===== src/btd_regs.vh =====
// Constants for the block transfer decoder: fields, offsets and values.
//
// Contract
// RQ1: Execute only when condition field passes flags.
// RQ2: List bit n selects register n.
// RQ3: Software never issues an empty register list.
// RQ4: Stored program counter equals instruction address plus 12.
// RQ5: Bit 20 zero stores, one loads.
// RQ6: No write-back keeps base; loads may overwrite.
// RQ7: Bit 22 forces user bank or PSR load.
// RQ8: Bit 23 adds offset when one, subtracts otherwise.
// RQ9: Bit 24 offsets before transfer when one.
// RQ10: Addresses come from base field, P and U.
// RQ11: Registers move in ascending order, PC last.
// RQ12: Lowest register uses lowest block address.
// RQ13: Base low two bits ignored but driven out.
// RQ14: Signed byte and halfword forms are loads only.
// RQ15: Opcode bits 27 to 25 equal 100.
// RQ16: Write-back base moves by four per register.
`ifndef BTD_REGS_VH
`define BTD_REGS_VH

// Instruction fields.
`define BTD_F_COND   31:28
`define BTD_F_OPC    27:25
`define BTD_OPC_BLK  3'h4
`define BTD_B_PRE    24
`define BTD_B_UP     23
`define BTD_B_PSR    22
`define BTD_B_WB     21
`define BTD_B_LOAD   20
`define BTD_F_BASE   19:16
`define BTD_F_LIST   15:0

// Program counter register index and its stored offset.
`define BTD_PC_IDX   4'hF
`define BTD_PC_OFS   32'h0000000C

// Register map, byte addresses.
`define BTD_A_CTRL   8'h00
`define BTD_A_INSTR  8'h04
`define BTD_A_BASE   8'h08
`define BTD_A_IADDR  8'h0C
`define BTD_A_FLAGS  8'h10
`define BTD_A_STAT   8'h14
`define BTD_A_CADDR  8'h18
`define BTD_A_NBASE  8'h1C

// Control bits: start pulse and privileged mode level.
`define BTD_C_START  0
`define BTD_C_PRIV   1

// Status bits.
`define BTD_S_BUSY   0
`define BTD_S_DONE   1
`define BTD_S_SKIP   2
`define BTD_S_BADOP  3

// Condition codes with special meaning.
`define BTD_CC_AL    4'hE
`define BTD_CC_NV    4'hF

`endif


===== src/btd_cond.v =====
// Condition field evaluator against the N, Z, C and V flags.
`timescale 1ns/100ps
`default_nettype none
`include "btd_regs.vh"
module btd_cond (
   input  wire [3:0] cond_i,  // Condition field.
   input  wire [3:0] flags_i, // Flags as N, Z, C, V from bit 3 down.
   output reg        pass_o   // High when the condition holds.
);
   wire n = flags_i[3]; // Negative.
   wire z = flags_i[2]; // Zero.
   wire c = flags_i[1]; // Carry.
   wire v = flags_i[0]; // Overflow.

   // Pairs of codes test a term and its inverse; the reserved code never runs.
   always @* begin
      case (cond_i[3:1])
         3'h0:    pass_o = z;
         3'h1:    pass_o = c;
         3'h2:    pass_o = n;
         3'h3:    pass_o = v;
         3'h4:    pass_o = c & ~z;
         3'h5:    pass_o = (n == v);
         3'h6:    pass_o = ~z & (n == v);
         default: pass_o = 1'b1;
      endcase
      if (cond_i == `BTD_CC_NV) begin
         pass_o = 1'b0;
      end else if (cond_i != `BTD_CC_AL && cond_i[0]) begin
         pass_o = ~pass_o;
      end
   end
endmodule // btd_cond
`default_nettype wire


===== src/btd_pick.v =====
// Register list scanner: lowest selected index and count of selected bits.
`timescale 1ns/100ps
`default_nettype none
module btd_pick #(
   parameter W = 16 // Width of the register list.
) (
   input  wire [W-1:0] list_i,  // Remaining selected registers.
   output reg  [3:0]   low_o,   // Index of the lowest set bit.
   output wire [4:0]   count_o  // Number of set bits.
);
   wire [4:0] sum [0:W]; // Running population count.
   assign sum[0] = 5'h00;

   // One adder stage per list bit.
   genvar g;
   generate
      for (g = 0; g < W; g = g + 1) begin : g_cnt
         assign sum[g+1] = sum[g] + {4'h0, list_i[g]};
      end
   endgenerate
   assign count_o = sum[W];

   // Scan from the top down so the lowest set bit is the last to win.
   integer k;
   always @* begin
      low_o = 4'h0;
      for (k = W - 1; k >= 0; k = k - 1) begin
         if (list_i[k]) begin
            low_o = k[3:0];
         end
      end
   end
endmodule // btd_pick
`default_nettype wire


===== src/btd_top.v =====
// Block load and block store decoder with address sequencing.
`timescale 1ns/100ps
`default_nettype none
`include "btd_regs.vh"
module btd_top (
   input  wire        REF_CLK_I,      // Core clock, 40 MHz.
   input  wire        ARST_N_I,       // Asynchronous reset, active low.
   input  wire [7:0]  BUS_ADDR_I,     // Register byte address.
   input  wire [31:0] BUS_WDATA_I,    // Register write data.
   input  wire        BUS_WR_I,       // Write strobe.
   input  wire        BUS_RD_I,       // Read strobe.
   output reg  [31:0] BUS_RDATA_O,    // Read data, one cycle after the strobe.
   output reg  [31:0] MEM_ADDR_O,     // Transfer address.
   output reg         MEM_RD_O,       // Memory read strobe for a block load.
   output reg         MEM_WR_O,       // Memory write strobe for a block store.
   output reg  [31:0] MEM_WDATA_O,    // Store data.
   input  wire [31:0] MEM_RDATA_I,    // Load data, cycle after the read strobe.
   output reg         USER_BANK_O,    // Transfers use the user-mode bank.
   output reg  [3:0]  REG_RIDX_O,     // Register file read index.
   input  wire [31:0] REG_RDATA_I,    // Register file read data.
   output reg         REG_WE_O,       // Register file write for loaded data.
   output reg  [3:0]  REG_WIDX_O,     // Register file write index.
   output reg  [31:0] REG_WDATA_O,    // Register file write data.
   output reg         PSR_LOAD_O,     // Saved PSR copied to current PSR.
   output reg         BASE_WE_O,      // Base write-back strobe.
   output reg  [3:0]  BASE_IDX_O,     // Base register index.
   output reg  [31:0] BASE_WDATA_O    // Written-back base value.
);
   // Sequencer states, one-hot.
   localparam [2:0] ST_IDLE  = 3'b001; // Waiting for a start.
   localparam [2:0] ST_ISSUE = 3'b010; // Address and strobe set up.
   localparam [2:0] ST_CAPT  = 3'b100; // Data phase of one word.

   reg  [2:0]  state_q;   // Current state.
   reg  [31:0] instr_q;   // Instruction word under decode.
   reg  [31:0] base_q;    // Starting base register value.
   reg  [31:0] iaddr_q;   // Address of the instruction itself.
   reg  [3:0]  flags_q;   // Condition flags N, Z, C, V.
   reg         priv_q;    // Privileged mode level.
   reg         done_q;    // Last instruction finished.
   reg         skip_q;    // Last instruction failed its condition.
   reg         badop_q;   // Last word was not a block transfer.
   reg  [15:0] left_q;    // Registers still to move.
   reg  [29:0] word_q;    // Word address of the next transfer.
   reg  [31:0] nbase_q;   // Base value after write-back.
   reg         first_q;   // First word of the block still pending.
   reg  [3:0]  cur_q;     // Register of the transfer in flight.

   wire        cond_pass; // Condition holds against the flags.
   wire [3:0]  low_idx;   // Lowest register still to move.
   wire [4:0]  left_cnt;  // Count of registers still to move.
   wire [3:0]  lst_low;   // Lowest register of the new instruction.
   wire [4:0]  lst_cnt;   // Count of registers of the new instruction.

   // Decoded fields of the stored instruction.
   wire        f_pre  = instr_q[`BTD_B_PRE];
   wire        f_up   = instr_q[`BTD_B_UP];
   wire        f_psr  = instr_q[`BTD_B_PSR];
   wire        f_wb   = instr_q[`BTD_B_WB];
   wire        f_load = instr_q[`BTD_B_LOAD];
   wire [15:0] f_list = instr_q[`BTD_F_LIST];

   // Software write decode; start is a one-cycle command.
   wire wr_ctrl  = BUS_WR_I && BUS_ADDR_I == `BTD_A_CTRL;
   wire start    = wr_ctrl && BUS_WDATA_I[`BTD_C_START] && state_q == ST_IDLE;
   wire is_block = instr_q[`BTD_F_OPC] == `BTD_OPC_BLK; // see RQ15

   btd_cond u_cond (
      .cond_i  (instr_q[`BTD_F_COND]),
      .flags_i (flags_q),
      .pass_o  (cond_pass)
   );

   // Scanner for the transfer in progress.
   btd_pick #(.W(16)) u_left (
      .list_i  (left_q),
      .low_o   (low_idx),
      .count_o (left_cnt)
   );

   // Scanner for the instruction about to start.
   btd_pick #(.W(16)) u_list (
      .list_i  (f_list),
      .low_o   (lst_low),
      .count_o (lst_cnt)
   );

   // Block geometry in words. The two low base bits stay out of the sum
   // so a misaligned base never carries into the word address.
   wire [29:0] base_w = base_q[31:2];                       // see RQ13
   wire [29:0] cnt_w  = {25'h0000000, lst_cnt};
   wire [29:0] one_w  = 30'h00000001;
   // Lowest address of the block: ascending blocks start above or at the
   // base, descending blocks start n words (pre) or n-1 words (post) below it.
   wire [29:0] low_w  = f_up ? (f_pre ? base_w + one_w : base_w)  // see RQ8
                             : (f_pre ? base_w - cnt_w           // see RQ9
                                      : base_w - cnt_w + one_w);  // see RQ12
   wire [29:0] end_w  = f_up ? base_w + cnt_w : base_w - cnt_w;   // see RQ16

   // Force the user bank in a privileged mode, except for a load that
   // takes the program counter, which instead copies the saved PSR.
   wire pc_in_list = f_list[`BTD_PC_IDX];
   wire psr_copy   = f_psr && f_load && pc_in_list;               // see RQ7
   // The mode bit that travels in the same write as start is the one that
   // applies, so software may change mode and start with a single write.
   // The stored level would lag one instruction behind.
   wire user_bank  = f_psr && BUS_WDATA_I[`BTD_C_PRIV] && !psr_copy; // see RQ7

   // Configuration registers written by software.
   always @(posedge REF_CLK_I or negedge ARST_N_I) begin
      if (!ARST_N_I) begin
         instr_q <= 32'h00000000;
         base_q  <= 32'h00000000;
         iaddr_q <= 32'h00000000;
         flags_q <= 4'h0;
         priv_q  <= 1'b0;
      end else if (BUS_WR_I && state_q == ST_IDLE) begin
         // Writes while busy are dropped so the decode stays stable.
         case (BUS_ADDR_I)
            `BTD_A_CTRL:  priv_q  <= BUS_WDATA_I[`BTD_C_PRIV];
            `BTD_A_INSTR: instr_q <= BUS_WDATA_I;
            `BTD_A_BASE:  base_q  <= BUS_WDATA_I;
            `BTD_A_IADDR: iaddr_q <= BUS_WDATA_I;
            `BTD_A_FLAGS: flags_q <= BUS_WDATA_I[3:0];
            default:      priv_q  <= priv_q;
         endcase
      end
   end

   // Transfer sequencer. Each word takes an issue cycle and a data cycle.
   always @(posedge REF_CLK_I or negedge ARST_N_I) begin
      if (!ARST_N_I) begin
         state_q      <= ST_IDLE;
         done_q       <= 1'b0;
         skip_q       <= 1'b0;
         badop_q      <= 1'b0;
         left_q       <= 16'h0000;
         word_q       <= 30'h00000000;
         nbase_q      <= 32'h00000000;
         first_q      <= 1'b0;
         cur_q        <= 4'h0;
         MEM_ADDR_O   <= 32'h00000000;
         MEM_RD_O     <= 1'b0;
         MEM_WR_O     <= 1'b0;
         MEM_WDATA_O  <= 32'h00000000;
         USER_BANK_O  <= 1'b0;
         REG_RIDX_O   <= 4'h0;
         REG_WE_O     <= 1'b0;
         REG_WIDX_O   <= 4'h0;
         REG_WDATA_O  <= 32'h00000000;
         PSR_LOAD_O   <= 1'b0;
         BASE_WE_O    <= 1'b0;
         BASE_IDX_O   <= 4'h0;
         BASE_WDATA_O <= 32'h00000000;
      end else begin
         // Strobes default low and are raised for one cycle below.
         MEM_RD_O   <= 1'b0;
         MEM_WR_O   <= 1'b0;
         REG_WE_O   <= 1'b0;
         PSR_LOAD_O <= 1'b0;
         BASE_WE_O  <= 1'b0;
         case (state_q)
            ST_IDLE: begin
               if (start) begin
                  done_q  <= 1'b0;
                  skip_q  <= 1'b0;
                  badop_q <= 1'b0;
                  nbase_q <= {end_w, base_q[1:0]};
                  if (!is_block) begin
                     // Not a block transfer: flag it and do nothing.
                     badop_q <= 1'b1; // see RQ15
                     done_q  <= 1'b1;
                  end else if (!cond_pass) begin
                     // Condition false: the instruction has no effect.
                     skip_q <= 1'b1; // see RQ1
                     done_q <= 1'b1;
                  end else if (f_list == 16'h0000) begin
                     // An empty list is illegal; it is simply retired.
                     done_q <= 1'b1; // see RQ3
                  end else begin
                     left_q      <= f_list;             // see RQ2
                     word_q      <= low_w;              // see RQ10
                     first_q     <= 1'b1;
                     cur_q       <= lst_low;
                     MEM_ADDR_O  <= {low_w, base_q[1:0]}; // see RQ13
                     MEM_RD_O    <= f_load;             // see RQ5
                     REG_RIDX_O  <= lst_low;
                     USER_BANK_O <= user_bank;
                     state_q     <= ST_ISSUE;
                  end
               end
            end
            ST_ISSUE: begin
               // Stores take their data now; the program counter goes out
               // as the instruction address plus twelve.
               if (!f_load) begin
                  MEM_WR_O    <= 1'b1;                  // see RQ5
                  MEM_WDATA_O <= (cur_q == `BTD_PC_IDX) ?
                                 iaddr_q + `BTD_PC_OFS   // see RQ4
                                 : REG_RDATA_I;
               end
               // Write-back lands in the second cycle, so a base stored
               // first goes out unchanged and later loads overwrite it.
               if (first_q && f_wb) begin
                  BASE_WE_O    <= 1'b1;                 // see RQ16
                  BASE_IDX_O   <= instr_q[`BTD_F_BASE];
                  BASE_WDATA_O <= nbase_q;              // see RQ6
               end
               first_q <= 1'b0;
               left_q  <= left_q & ~(16'h0001 << cur_q);
               word_q  <= word_q + one_w;
               state_q <= ST_CAPT;
            end
            ST_CAPT: begin
               // Loaded data is written back to the register file.
               if (f_load) begin
                  REG_WE_O    <= 1'b1;                  // see RQ5
                  REG_WIDX_O  <= cur_q;
                  REG_WDATA_O <= MEM_RDATA_I;           // see RQ6
                  PSR_LOAD_O  <= psr_copy && cur_q == `BTD_PC_IDX;
               end
               if (left_q == 16'h0000) begin
                  // The program counter, when present, is always last.
                  done_q      <= 1'b1;                  // see RQ11
                  USER_BANK_O <= 1'b0;
                  state_q     <= ST_IDLE;
               end else begin
                  // Next register in ascending order at the next word.
                  cur_q      <= low_idx;                // see RQ11
                  MEM_ADDR_O <= {word_q, base_q[1:0]};  // see RQ12
                  MEM_RD_O   <= f_load;
                  REG_RIDX_O <= low_idx;
                  state_q    <= ST_ISSUE;
               end
            end
            default: begin
               state_q <= ST_IDLE;
            end
         endcase
      end
   end

   // Status word; busy is derived from the state, bits 8 to 4 hold the count of registers left, bits 3 to 1 are flags and bits 31 to 9 read zero.
   wire [31:0] status = {23'h000000, left_cnt, badop_q, skip_q, done_q,
                         state_q != ST_IDLE};

   // Read port: data stands in the cycle after the strobe only.
   always @(posedge REF_CLK_I or negedge ARST_N_I) begin
      if (!ARST_N_I) begin
         BUS_RDATA_O <= 32'h00000000;
      end else if (BUS_RD_I) begin
         case (BUS_ADDR_I)
            `BTD_A_CTRL:  BUS_RDATA_O <= {30'h00000000, priv_q, 1'b0};
            `BTD_A_INSTR: BUS_RDATA_O <= instr_q;
            `BTD_A_BASE:  BUS_RDATA_O <= base_q;
            `BTD_A_IADDR: BUS_RDATA_O <= iaddr_q;
            `BTD_A_FLAGS: BUS_RDATA_O <= {28'h0000000, flags_q};
            `BTD_A_STAT:  BUS_RDATA_O <= status;
            `BTD_A_CADDR: BUS_RDATA_O <= MEM_ADDR_O;
            `BTD_A_NBASE: BUS_RDATA_O <= nbase_q;
            default:      BUS_RDATA_O <= 32'h00000000;
         endcase
      end else begin
         BUS_RDATA_O <= 32'h00000000;
      end
   end
endmodule // btd_top
`default_nettype wire


===== config.mk =====
export PLATFORM = sky130hd
export DESIGN_NAME = btd_top
export DESIGN_NICKNAME = d
export VERILOG_FILES = /design/src/btd_cond.v /design/src/btd_pick.v /design/src/btd_top.v
export VERILOG_INCLUDE_DIRS = /design/src /design/src/src
export SDC_FILE = /design/constraint.sdc
export NUM_CORES = 1
export LEC_CHECK = 0
export BUFFER_PORTS_ARGS = -buffer_cell sky130_fd_sc_hd__buf_2
export CORE_MARGIN = 3
export CORE_UTILIZATION = 36
export DETAILED_ROUTE_END_ITERATION = 16
export GPL_ROUTABILITY_DRIVEN = 0
export MAX_ROUTING_LAYER = met4
export PLACE_DENSITY_LB_ADDON = 0.3
export SETUP_SLACK_MARGIN = 0.1
export SLEW_MARGIN = 20
export SYNTH_ARGS = -nofsm -noshare
export SYNTH_HDL_FRONTEND = slang
export SYNTH_SLANG_ARGS = --single-unit

===== constraint.sdc =====
create_clock -name REF_CLK_I -period 9.9 [get_ports REF_CLK_I]
set_input_delay 0.495 -clock REF_CLK_I [delete_from_list [all_inputs] [get_ports REF_CLK_I]]
set_output_delay 0.495 -clock REF_CLK_I [all_outputs]
set_load 0.02 [all_outputs]

==> results.rst <==
.. list-table::
   :header-rows: 1

   * - Metric
     - Value
   * - Outcome
     - finished clean
   * - Critical path, cell by cell
     - inv_1 -> fa_1 -> fa_1 -> fa_1 -> fa_1 -> fa_1 -> fa_1 -> nor2b_1 -> o21a_1 -> inv_1 -> ha_1 -> or4_4 -> nor4_2 -> nand3_1 -> a2111oi_0 -> o22ai_1 -> nor2_1 -> nand3_1 -> or4_1 -> nand3_1 -> a21oi_1
   * - Final worst path period share
     - 0.779
   * - Endpoint of the worst-slack reg-to-reg timing path
     - word_q[26]
   * - Internal Pwr Total
     - approximately 2.8 mW
   * - Drt pass-1 iters
     - 6
   * - HP Class
     - primary input to register
   * - Clock insertion delay at the later pin of the skew report
     - 0.58 ns
   * - Die Area
     - approximately 0.060 mm^2
   * - Drt drc
     - 0
   * - Synthesized net count
     - 2,283
   * - H-tree lvl count
     - 2
   * - Most frequent cell after synthesis
     - sky130_fd_sc_hd__dfrtp_1
   * - Worst Min Path Start
     - MEM_RDATA_I[2]
   * - Number of flip-flops and latches in the synthesized netlist
     - between 300 and 400
   * - Root Buffer Master
     - sky130_fd_sc_hd__clkbuf_16
   * - Number of buffers on the longest clock path
     - 3
   * - Die span in x
     - 245 um
   * - Die outline height
     - 245 um
   * - Top post-synthesis cells by area
     - sky130_fd_sc_hd__dfrtp_1 (44%), sky130_fd_sc_hd__mux2_2 (11%), sky130_fd_sc_hd__nand2_1 (4.2%), sky130_fd_sc_hd__a21oi_1 (3.6%), sky130_fd_sc_hd__o21ai_0 (3.3%)
   * - Post-route cell area
     - roughly 0.024 mm^2
   * - Switching power total
     - 1.33 mW
   * - Global-route wire length before repair
     - 107 mm
   * - Share of Yosys cell area claimed by the top area cell type
     - 0.443
   * - Antenna violations before repair
     - 3
   * - Sequential share of power
     - 0.375
   * - Count of endpoints failing setup in the final report
     - 0
   * - WL final
     - 70.6 mm
   * - Post-Synthesis Mean Instance Area
     - between 9 and 10 um^2
   * - Reg-to-reg startpoint
     - instr_q[2]
   * - Setup TNS Final
     - 0 ns
   * - Clk network pwr share
     - 0.384
   * - Max transition margin
     - 0.360
   * - Pwr per Cell Area
     - 174 mW/mm^2
   * - Synth Warn #
     - 0
   * - Data arrival at the endpoint of the critical path
     - 8.13 ns
   * - HPWL after DPL
     - 52.8 mm
   * - Path depth of the worst reg2reg path
     - 21
   * - Endpoint with the worst hold slack
     - REG_WDATA_O[2]
   * - Switching power as a share of total power
     - 0.319
   * - Required arrival time at the worst endpoint
     - between 10 and 15 ns
   * - Mapped Cells
     - 2,124
   * - Final global-route overflow total
     - 0
   * - Layout Area Growth over Synthesis
     - 17.2%
   * - Leakage power summed over all cells
     - 11.2 nW
   * - Clock tree skew after final layout
     - about 0.024 ns
   * - Sort of element at the start of the critical path
     - register
   * - Shortest clock period the worst path allows after layout
     - around 7.7 ns
   * - Number of I/O pins
     - 286
   * - Netlist cell types
     - 81
   * - DRT antenna net count
     - 0
   * - Worst-case hold slack
     - 0.151 ns
   * - Number of buffer cells added on primary ports
     - 285
   * - Global-route total usage across every layer
     - 0.238
   * - RSZ-0062 raised after global routing
     - no
   * - Hold violation total from the final report
     - 0
   * - Max-cap violations
     - 0
   * - Total via count in the routed design
     - between 15,000 and 20,000
   * - Number of flops mapped to enable cells by yosys
     - 0
   * - CTS tree
     - yes
   * - Share of layout cells above drive strength 1
     - 0.258
   * - Minimum setup slack among reg-to-reg paths
     - ~2.2 ns
   * - Count of final max-slew check failures
     - 0
   * - Clock edge transition at the registers on the reported setup and hold paths
     - 0.06 ns
   * - Number of clock sinks
     - 364
   * - Fraction of power consumed by combinational cells
     - 0.241
   * - Peak supply drop
     - 0.114 mV
   * - Core ar.
     - between 0.05 and 0.06 mm^2
   * - Number of violations reported at the end of detailed-routing iteration 0
     - 1,719
   * - Sort of element at the end of the critical path
     - register
   * - Most used cell along the critical path
     - sky130_fd_sc_hd__fa_1
   * - Sequential area share after synthesis
     - 0.444
   * - Cell Area, Synth
     - 0.0205 mm^2
   * - Actual transition at the worst max-transition pin
     - ~0.96 ns
   * - Biggest area consumer among synthesized cells
     - sky130_fd_sc_hd__dfrtp_1
   * - Num rows
     - 86
   * - Pin count of the biggest net entering global routing
     - 150
   * - Via density per instance
     - 5.72
   * - Cell area after placement
     - 0.0226 mm^2
   * - Post-detailed-route wirelength per cell
     - 22.6 um
   * - Fraction of registers with async set/reset
     - 1.00
   * - Number of global-route vias before repair
     - 17,300
   * - Most used flip-flop cell after synthesis
     - sky130_fd_sc_hd__dfrtp_1
   * - Max Freq
     - around 0.13 GHz
   * - Highest-delay cell along the critical path
     - sky130_fd_sc_hd__a2111oi_0
   * - Starting utilization of the core area
     - 0.368
   * - Number of cells on the worst hold path
     - 2
   * - Post-layout net count
     - 2,505
   * - Max Fanout on Critical Path
     - 12
   * - Number of buffers added by the clock tree synthesis step
     - 42
   * - Commonest cells in the synthesized netlist
     - sky130_fd_sc_hd__dfrtp_1 (363), sky130_fd_sc_hd__nand2_1 (228), sky130_fd_sc_hd__mux2_2 (198)
   * - Max incr delay on CP
     - 0.59 ns
   * - Class of the most critical setup path
     - register to register
## worst max-delay path, delay by kind of cell (launching register included)
kind / cells / cell delay (ns)
AND/OR/NAND/NOR: 8 / 2.75
flip-flops: 1 / 0.42
adder cells (fa/ha/maj): 7 / 3.07
AO/OA/AOI/OAI: 4 / 1.12
buffers and inverters: 2 / 0.20
## timing repair
| item | 4_1_cts | 5_1_grt |
|---|---|---|
| hold endpoints to repair | 81 | 0 |
| hold buffers | 1 | 0 |
| setup buffers | 0 | 0 |
| gates resized for setup | 0 | 0 |
## layout make-up
class	count	area (um^2)
Fill cell	5463	31700
Multi-Input combinational cell	1553	10700
Sequential cell	364	9110
Timing Repair Buffer	310	1650
Clock buffer	57	1180
Tap cell	748	936
Inverter	75	282
Clock inverter	14	209
Antenna cell	4	10.0
## sequential cells by signal, summed over array words and instances (netlist names), 3 cells and up
| name | flops |
|---|---|
| BASE_IDX_O | 4 |
| BASE_WDATA_O | 32 |
| BUS_RDATA_O | 32 |
| MEM_ADDR_O | 32 |
| MEM_WDATA_O | 32 |
| REG_WDATA_O | 32 |
| REG_WIDX_O | 4 |
| base_q | 32 |
| cur_q | 4 |
| flags_q | 4 |
| iaddr_q | 32 |
| instr_q | 32 |
| left_q | 16 |
| nbase_q | 32 |
| state_q | 3 |
| word_q | 30 |
## layout by cell type, fill, tap and decap left out, types with 19 or more instances in the layout
master	n
sky130_fd_sc_hd__mux2i_1	20
sky130_fd_sc_hd__nor4_1	28
sky130_fd_sc_hd__or3_1	20
sky130_fd_sc_hd__a21oi_1	146
sky130_fd_sc_hd__nor2_1	165
sky130_fd_sc_hd__xor2_1	67
sky130_fd_sc_hd__fa_1	22
sky130_fd_sc_hd__nand3_1	67
sky130_fd_sc_hd__xnor2_1	71
sky130_fd_sc_hd__nor3_1	51
sky130_fd_sc_hd__a222oi_1	24
sky130_fd_sc_hd__and3_1	19
sky130_fd_sc_hd__dfrtp_1	362
sky130_fd_sc_hd__a31oi_1	20
sky130_fd_sc_hd__inv_1	73
sky130_fd_sc_hd__nand2_1	228
sky130_fd_sc_hd__ha_1	29
sky130_fd_sc_hd__mux2_2	198
sky130_fd_sc_hd__clkbuf_16	43
sky130_fd_sc_hd__o21ai_0	137
sky130_fd_sc_hd__buf_2	284
sky130_fd_sc_hd__nand4_1	23
sky130_fd_sc_hd__buf_4	22
## worst max-delay path by stage
stage,depth (start not counted),endpoint,start
floorplan,22,MEM_ADDR_O[20],instr_q[2]
global placement,21,word_q[26],instr_q[2]
detailed placement,21,word_q[26],instr_q[2]
CTS,21,word_q[26],instr_q[2]
global route,21,word_q[26],instr_q[2]
finish,21,word_q[26],instr_q[2]
## layer usage
metal	up-vias	share of wire	GRT usage
met4	0	0.044	0.0952
met1	8817	0.41	0.310
li1	7984	-	-
met2	885	0.47	0.373
met5	-	0	-
met3	193	0.084	0.0373
## cells by family after synthesis
group | Yosys count | share of synthesized area
flops | 364 | 0.444
compound gates | 453 | 0.138
fa+ha+maj | 51 | 0.0392
simple gates | 688 | 0.160
mux | 223 | 0.122
buf+inv | 207 | 0.0381
xor+xnor | 138 | 0.0589
## power groups by stage
stage	sequential, mW	clock [mW]	combinational (mW)
finish	1.57	1.60	1.01
detailed placement	1.59	0	0.981
CTS	1.56	1.63	0.988
global placement	1.59	0	0.976
global route	1.57	1.69	1.08
floorplan	1.56	0	0.699
## per-stage QoR
step,worst slack (ns),power [mW],utilization,instances
global placement,2.59,2.56,0.406,3048
finish,2.19,4.17,0.431,3125
CTS,2.31,4.19,0.431,3120
detailed placement,2.32,2.57,0.406,3048
global route,1.69,4.34,0.431,3122
floorplan,3.26,2.26,-,2124
(Power assumes the default switching activity.)
